`config.mk`:
```
export PLATFORM = sky130hd
export DESIGN_NAME = roi_interlock
export DESIGN_NICKNAME = d
export VERILOG_FILES = /design/src/rtl/roi_pkg.sv /design/src/rtl/roi_interlock.sv
export VERILOG_INCLUDE_DIRS = /design/src /design/src/rtl
export SDC_FILE = /design/constraint.sdc
export NUM_CORES = 1
export LEC_CHECK = 0
export BUFFER_PORTS_ARGS = -buffer_cell sky130_fd_sc_hd__buf_2
export CAP_MARGIN = 0
export CORE_MARGIN = 4
export CORE_UTILIZATION = 52
export CTS_BUF_LIST = sky130_fd_sc_hd__clkbuf_8
export DETAILED_ROUTE_END_ITERATION = 6
export PLACE_DENSITY = 0.78
export SYNTH_ARGS = -nofsm -noshare
export SYNTH_HDL_FRONTEND = slang
export SYNTH_SLANG_ARGS = --single-unit
```
`constraint.sdc`:
```
create_clock -name sys_clk -period 1.66 [get_ports sys_clk]
set_input_delay 0.332 -clock sys_clk [delete_from_list [all_inputs] [get_ports sys_clk]]
set_output_delay 0.332 -clock sys_clk [all_outputs]
set_load 0.005 [all_outputs]
```
`src/rtl/roi_consts.svh`:
```
// Constants for the robot operation interlock block.
`ifndef ROI_CONSTS_SVH
`define ROI_CONSTS_SVH
`define ROI_AXES 8
`define ROI_CLK_HZ 25000000
`define ROI_KEY_RESP_MS 15
`define ROI_KEY_SETTLE_CYC ((`ROI_KEY_RESP_MS * `ROI_CLK_HZ) / 1000)
`define ROI_MODE_RESET 1'b0
`endif

```
`src/rtl/roi_pkg.sv`:
```
// Types shared by the robot operation interlock block.
`default_nettype none
package roi_pkg;
  typedef enum logic {
    ROI_MANUAL,
    ROI_AUTO
  } roi_mode_type;
  typedef struct packed {
    logic pendant_enabled;
    logic pendant_switch;
    logic enabling_closed;
    logic door_closed;
  } roi_switch_type;
  typedef struct packed {
    logic servo_on_req;
    logic jog_req;
    logic brake_req;
    logic auto_start_req;
  } roi_request_type;
endpackage
`default_nettype wire

```
`src/rtl/roi_interlock.sv`:
```
// Operation permission and safety interlock logic of a robot controller.
`timescale 1ns/1ps
`default_nettype none
`include "roi_consts.svh"
// Behaviour
// - Door open: servo on only with pendant switch and enabling device both held.
// - Door open: releasing the enabling device alone drops servo power.
// - Door open, enabling released: refuse servo-on and brake release requests.
// - Door closed: servo on through pendant alone.
// - Jog: manual, pendant enabled, switch on, enabling closed or door closed.
// - Jog with enabling open additionally needs the door closed.
// - Brake release: manual, pendant enabled, switch on, enabling closed; door ignored.
// - Automatic run: auto mode, pendant disabled, door closed always.
// - Extra axis contactor output follows robot servo state.
// - Servo on commanded to all AXES axes together (eight by default).
// - Automatic right: accept external operation, reject pendant operation.
// - Manual right with pendant: accept pendant only, reject external.
// - Both key lines open manual, both closed auto, otherwise hold.
// - Door opened in automatic run: servo off, stop, latched error until reset.
// - Mode contact open in manual, closed in automatic.
module roi_interlock #(
  parameter int AXES = `ROI_AXES,
  parameter int KEY_SETTLE_CYC = `ROI_KEY_SETTLE_CYC
) (
  input wire logic sys_clk,
  input wire logic rst,
  input wire logic clk_en,
  input wire logic mode_key_line1_input,
  input wire logic mode_key_line2_input,
  input wire roi_pkg::roi_switch_type switch_pins,
  input wire roi_pkg::roi_request_type pendant_req,
  input wire roi_pkg::roi_request_type external_req,
  input wire logic alarm_reset,
  output logic [AXES-1:0] axis_servo_on,
  output logic servo_on,
  output logic jog_permit,
  output logic brake_release,
  output logic auto_running,
  output logic door_error,
  output logic extra_axis_contactor_output,
  output logic mode_contact_out,
  output logic ext_req_rejected,
  output logic pendant_req_rejected
);
  // Refuse sizes that the replicated axis bus or the settle counter cannot serve.
  if (AXES < 1 || AXES > 8) begin : g_bad_axes
    $error("AXES must lie between 1 and 8");
  end
  if (KEY_SETTLE_CYC < 1) begin : g_bad_settle
    $error("KEY_SETTLE_CYC must be at least 1");
  end

  localparam int CW = $clog2(KEY_SETTLE_CYC + 1);

  // Two-flop synchronisers for the two key lines and four switch pins; stage one is read only by stage two.
  logic [5:0] pin_s1_q, pin_s1_d, pin_s2_q, pin_s2_d;
  always_comb begin
    pin_s1_d = {mode_key_line1_input, mode_key_line2_input, switch_pins};
    pin_s2_d = pin_s1_q;
  end
  always_ff @(posedge sys_clk or posedge rst) begin
    if (rst) begin
      pin_s1_q <= 6'h00;
      pin_s2_q <= 6'h00;
    end else if (clk_en) begin
      pin_s1_q <= pin_s1_d;
      pin_s2_q <= pin_s2_d;
    end
  end

  logic key1, key2;
  roi_pkg::roi_switch_type sw;
  assign key1 = pin_s2_q[5];
  assign key2 = pin_s2_q[4];
  assign sw = roi_pkg::roi_switch_type'(pin_s2_q[3:0]);

  // Key lines must agree for the settle time before the mode changes; this
  // filters contact bounce at the cost of a short delay in the mode swap.
  roi_pkg::roi_mode_type mode_q, mode_d;
  logic [CW-1:0] settle_q, settle_d;
  logic key_agree, key_target;
  assign key_agree = (key1 == key2);
  assign key_target = key1;
  always_comb begin
    mode_d = mode_q;
    settle_d = settle_q;
    if (!key_agree || (key_target == (mode_q == roi_pkg::ROI_AUTO))) begin
      settle_d = '0;
    end else if (settle_q == CW'(KEY_SETTLE_CYC - 1)) begin
      settle_d = '0;
      mode_d = key_target ? roi_pkg::ROI_AUTO : roi_pkg::ROI_MANUAL;
    end else begin
      settle_d = settle_q + CW'(1);
    end
  end
  always_ff @(posedge sys_clk or posedge rst) begin
    if (rst) begin
      mode_q <= roi_pkg::roi_mode_type'(`ROI_MODE_RESET); // Manual right after reset.
      settle_q <= '0;
    end else if (clk_en) begin
      mode_q <= mode_d;
      settle_q <= settle_d;
    end
  end

  logic manual, auto_mode, pendant_ok;
  assign manual = (mode_q == roi_pkg::ROI_MANUAL);
  assign auto_mode = (mode_q == roi_pkg::ROI_AUTO);
  assign pendant_ok = sw.pendant_enabled && sw.pendant_switch;

  // Operating right selects which request source is heard.
  roi_pkg::roi_request_type req;
  always_comb begin
    req = auto_mode ? external_req : pendant_req;
    if (auto_mode) begin
      req.jog_req = 1'b0;
      req.brake_req = 1'b0;
      req.servo_on_req = external_req.servo_on_req && !sw.pendant_enabled;
    end else begin
      req.auto_start_req = 1'b0;
      req.servo_on_req = pendant_req.servo_on_req && sw.pendant_enabled;
    end
  end

  // Standing conditions, evaluated every cycle so any loss drops power at once.
  logic teach_cond, auto_cond, jog_cond, brake_cond;
  always_comb begin
    // Teach and jog: door open needs both switches; door closed needs the pendant only; brake always needs both.
    teach_cond = manual && pendant_ok && (sw.enabling_closed || sw.door_closed);
    jog_cond = teach_cond;
    brake_cond = manual && pendant_ok && sw.enabling_closed;
    auto_cond = auto_mode && !sw.pendant_enabled && sw.door_closed;
  end

  // Servo and run state with the latched door error.
  logic servo_q, servo_d, run_q, run_d, err_q, err_d;
  always_comb begin
    servo_d = servo_q;
    run_d = run_q;
    err_d = err_q;
    if (alarm_reset && sw.door_closed) begin
      err_d = 1'b0;
    end
    if (run_q && !sw.door_closed) begin
      err_d = 1'b1;
    end
    if (manual) begin
      run_d = 1'b0;
      // A latched door error also keeps teaching servo off until the alarm is reset.
      if (!teach_cond || err_d) begin
        servo_d = 1'b0;
      end else if (req.servo_on_req) begin
        servo_d = 1'b1;
      end
    end else begin
      if (!auto_cond || err_d) begin
        servo_d = 1'b0;
        run_d = 1'b0;
      end else begin
        if (req.servo_on_req) begin
          servo_d = 1'b1;
        end
        if (req.auto_start_req && servo_q) begin
          run_d = 1'b1;
        end
      end
    end
  end
  always_ff @(posedge sys_clk or posedge rst) begin
    if (rst) begin
      servo_q <= 1'b0;
      run_q <= 1'b0;
      err_q <= 1'b0;
    end else if (clk_en) begin
      servo_q <= servo_d;
      run_q <= run_d;
      err_q <= err_d;
    end
  end

  // Registered outputs; motion grants are gated by live conditions as well.
  logic jog_q, jog_d, brake_q, brake_d, rej_e_q, rej_e_d, rej_p_q, rej_p_d;
  always_comb begin
    jog_d = jog_cond && servo_d && req.jog_req;
    brake_d = brake_cond && req.brake_req;
    rej_e_d = manual && (|external_req);
    rej_p_d = auto_mode && (pendant_req.jog_req || pendant_req.brake_req ||
                            pendant_req.servo_on_req);
  end
  always_ff @(posedge sys_clk or posedge rst) begin
    if (rst) begin
      jog_q <= 1'b0;
      brake_q <= 1'b0;
      rej_e_q <= 1'b0;
      rej_p_q <= 1'b0;
    end else if (clk_en) begin
      jog_q <= jog_d;
      brake_q <= brake_d;
      rej_e_q <= rej_e_d;
      rej_p_q <= rej_p_d;
    end
  end

  assign servo_on = servo_q;
  assign axis_servo_on = {AXES{servo_q}};
  assign extra_axis_contactor_output = servo_q;
  assign mode_contact_out = auto_mode;
  assign jog_permit = jog_q;
  assign brake_release = brake_q;
  assign auto_running = run_q;
  assign door_error = err_q;
  assign ext_req_rejected = rej_e_q;
  assign pendant_req_rejected = rej_p_q;
endmodule
`default_nettype wire

```
==> metrics.md <==
| Metric | Value |
|---|---|
| Drt via density | `between 5 and 6` |
| Cell taking the most area after synthesis | `dfrtp_1` |
| Fin crit share | `102%` |
| Number of different library cells in the post-synthesis netlist | `50` |
| DRC violation count after routing | `0` |
| Flip-flop and latch count after synthesis | `39` |
| Diodes inserted | `0` |
| Number of antenna violations at the first check in global routing | `0` |
| Count of maximum capacitance violations | `0` |
| Utilization of the core after routing | `69.3%` |
| Sinks on the clock net | `39` |
| Setup WS post-layout | `-0.0394 ns` |
| Count of buffers inserted at the top-level ports | `33` |
| Maximum fanout count along the critical path | `4` |
| First-pass detailed-route iteration total | `4` |
| Number of hold violations in the final report | `0` |
| Routed vias | `approximately 1.7k` |
| Number of DRC violations after detailed-routing iteration 0 | `between 80 and 90` |
| Die ar. | `roughly 0.0050 sq mm` |
| Cell Pwr Density | `728 mW/mm^2` |
| Switching Fraction | `~25%` |
| Part of the total power dissipated in combinational logic | `roughly 13%` |
| Routed Antenna Nets | `0` |
| Number of flops mapped to enable cells by yosys | `0` |
| Critical Path Source Type | `flop` |
| Clock skew | `between 0.002 and 0.003 ns` |
| Clock insertion delay at the later pin of the skew report | `0.29 ns` |
| Portion of total power attributed to the clock network | `32.1%` |
| Die Height | `71.0 um` |
| Total CTS buffers | `5` |
| Final Instance Count excl. Fillers | `slightly above 300` |
| TritonCTS clock tree | `yes` |
| Status | `complete, but fails checks` |
| Hold-fix buffer count after cts | `0` |
| Weighted congestion at the end of routability-driven global placement | `approximately 0.9` |
| Wire length reported by the detailed router | `4.32 mm` |
| Starting density of the core | `between 50% and 60%` |
| Filler cell count in the final layout | `293` |
| RSZ-0062 raised after global routing | `yes` |
| Number of placed cells counting well taps | `291` |
| Io pins | `35` |
| Via count of the first global-routing pass | `between 1.5k and 2k` |
| Core box area | `0.00374 sq mm` |
| Number of rows created at floorplan | `22` |
| Detailed Place HPWL | `slightly above 3 mm` |
| Pins Over Slew Limit | `0` |
| Yosys synthesis warning count | `0` |
| Nets in the synthesized netlist | `about 220` |
| Failing checks | `negative setup slack` |
| Clock-pin slew reported for the worst setup and hold paths after clock tree synthesis | `0.07 ns` |
| Fraction of layout cells with a size suffix above 1 | `just over 40%` |
| Area of the mapped netlist | `between 0.002 and 0.0025 sq mm` |
| Pin count of the biggest net entering global routing | `40` |
| Reported leakage power | `1.20 nW` |
| Proportion of synthesized flip-flops having asynchronous set or reset | `between 90% and 100%` |
| Setup violation total in the final timing report | `10` |
| Growth of design area from synthesis to finish | `25.8%` |
| Fraction of the yosys area taken by sequential cells | `around 47%` |
| Clock root buffer | `clkbuf_8` |
| Wire per inst | `about 14 um` |
| Mean instance size in the synthesized netlist | `10.4 sq um` |
| Register share of total power | `around 55%` |
| Buffers from clock root to sink, at most | `2` |
| Class of the worst hold path | `input port to async pin` |
| Area taken by multi-input logic gates | `approximately 0.001 sq mm` |
| Final Net Count | `about 270` |
| Remaining global-route overflow | `0` |
| Wire length of the first global-routing pass | `approximately 7.4 mm` |
| Register Area | `around 1000 sq um` |
| Achievable Freq | `~0.59 GHz` |
| Cell internal power dissipation | `between 1 and 1.5 mW` |
| DIE WIDTH | `71.0 um` |
| Total routing resource utilization after global routing | `18.4%` |
| Total net switching power | `0.479 mW` |
| Top FF cell, synth | `dfrtp_1` |
| Class of the most critical setup path | `flop to flop` |
| Critical path capture point type | `flop` |
| Worst slack at placement | `-0.0445 ns` |
| Area share of the leading cell type in the synthesized netlist | `a little under half` |
| Synth Instances | `198` |
| Worst endpoint required time | `roughly 1.8 ns` |
| Top area cells in the synthesized netlist | `dfrtp_1, mux2_2, nand3_1` |
| Normalized max-slew margin | `about two thirds` |
| H-tree depth reported by CTS | `2` |
| Actual transition at the worst max-transition pin | `about 0.48 ns` |
| Final worst path period need | `between 1.5 and 2 ns` |
| Data arrival time of the worst path | `between 1.5 and 2 ns` |
| Worst ir drop on vdd | `635 uV` |
what timing repair did:
item | CTS | global route
cloned | 0 | 0
gates resized for setup | 5 | 10
endpoints found under the setup margin | 10 | 17
hold endpoints to repair | 0 | 0
pin swaps | 3 | 8
buffers inserted | 1 | 3
kinds of logic after synthesis:
kind of cell | Yosys count | synth area share [%]
simple gates | 74 | 21.2
compound gates | 41 | 14.6
flops | 39 | 47.3
buf+inv | 26 | 7.34
mux | 16 | 8.56
xor+xnor | 1 | 0.425
fa+ha+maj | 1 | 0.607
worst max-delay path: stages (launching register included):
cell and delay, ns:
dfrtp_1 0.39, ha_4 0.16, nand4_4 0.11, or4_4 0.58, nor2_4 0.10, o21ai_1 0.06, a22o_1 0.19
layout by cell type, fill, tap and decap left out, drive strengths merged, types with 2 or more instances in the layout:
cell / count
a21o: 4
a21oi: 4
a22o: 3
a31o: 2
a31oi: 2
a41oi: 2
and3: 4
buf: 66
clkbuf: 5
clkinv: 3
dfrtp: 39
inv: 9
mux2: 13
mux2i: 3
nand2: 11
nand2b: 7
nand3: 17
nand4: 3
nor2: 6
nor2b: 3
nor3: 3
nor3b: 3
nor4: 4
o21ai: 10
o22ai: 2
o2bb2ai: 2
o311ai: 6
or3: 5
power by group through the flow:
stage / sequential, mW / clock, mW / combinational [mW]
after floorplan: 1.05 / 0 / 0.164
after global placement: 1.05 / 0 / 0.228
after CTS: 1.04 / 0.627 / 0.236
after detailed placement: 1.06 / 0 / 0.232
after global routing: 1.05 / 0.669 / 0.274
final: 1.04 / 0.605 / 0.244
registers in the layout, indices dropped and copies added, names as in the netlist:
signal and cells:
auto_running 1, brake_release 1, pendant_req_rejected 1, pin_s2_q 6, pin_s1_q 6, jog_permit 1, extra_axis_contactor_output 1, ext_req_rejected 1
settle_q 19, door_error 1, mode_contact_out 1
cell usage after synthesis (all sizes together) (4+ instances only):
library cell	number
a21o	4
a21oi	4
and3	4
buf	13
clkbuf	4
dfrtp	39
inv	9
mux2	13
nand2	11
nand2b	7
nand3	17
nor2	6
nor4	4
o21ai	10
o311ai	6
or3	5
per-stage QoR:
step           hold WS, ns  area, sq um  TNS, ns  power [mW]
2_1_floorplan        0.466         2080        0        1.21
3_3_place_gp         0.471         2410        0        1.28
3_5_place_dp         0.478         2410   -0.150        1.29
4_1_cts              0.161         2530  -0.0777        1.90
5_1_grt              0.199         2590    -1.28        1.99
6_report             0.149         2590   -0.214        1.89
routing by layer:
layer,part of all wire [%],global-route usage [%]
met1,46,23.7
met4,1.5,8.77
met5,0,0
met3,4.0,4.12
met2,49,29.5
worst paths after layout:
kind                                        from              endpoint  slack (ns)  cells past startpoint
worst max-delay path                 settle_q[1]          settle_q[14]       -0.04                      6
min in group sys_clk              switch_pins[3]           pin_s1_q[3]        0.27                      2
worst min register to register  ext_req_rejected      ext_req_rejected        0.50                      2
worst min-delay path                         rst           pin_s1_q[4]        0.15                      3
worst max register to register       settle_q[1]          settle_q[14]       -0.04                      6
max in group asynchronous                    rst  pendant_req_rejected        1.18                      3
area by class of cell:
type	count	share of cell area, %
multi-input combinational	133	39.3
sequential	39	37.6
timing repair buffer	66	16.2
clock buffer	5	2.65
tap	48	2.32
inverter	9	1.30
clock inverter	3	0.579
Note: power is estimated with default switching activity, not from simulation.
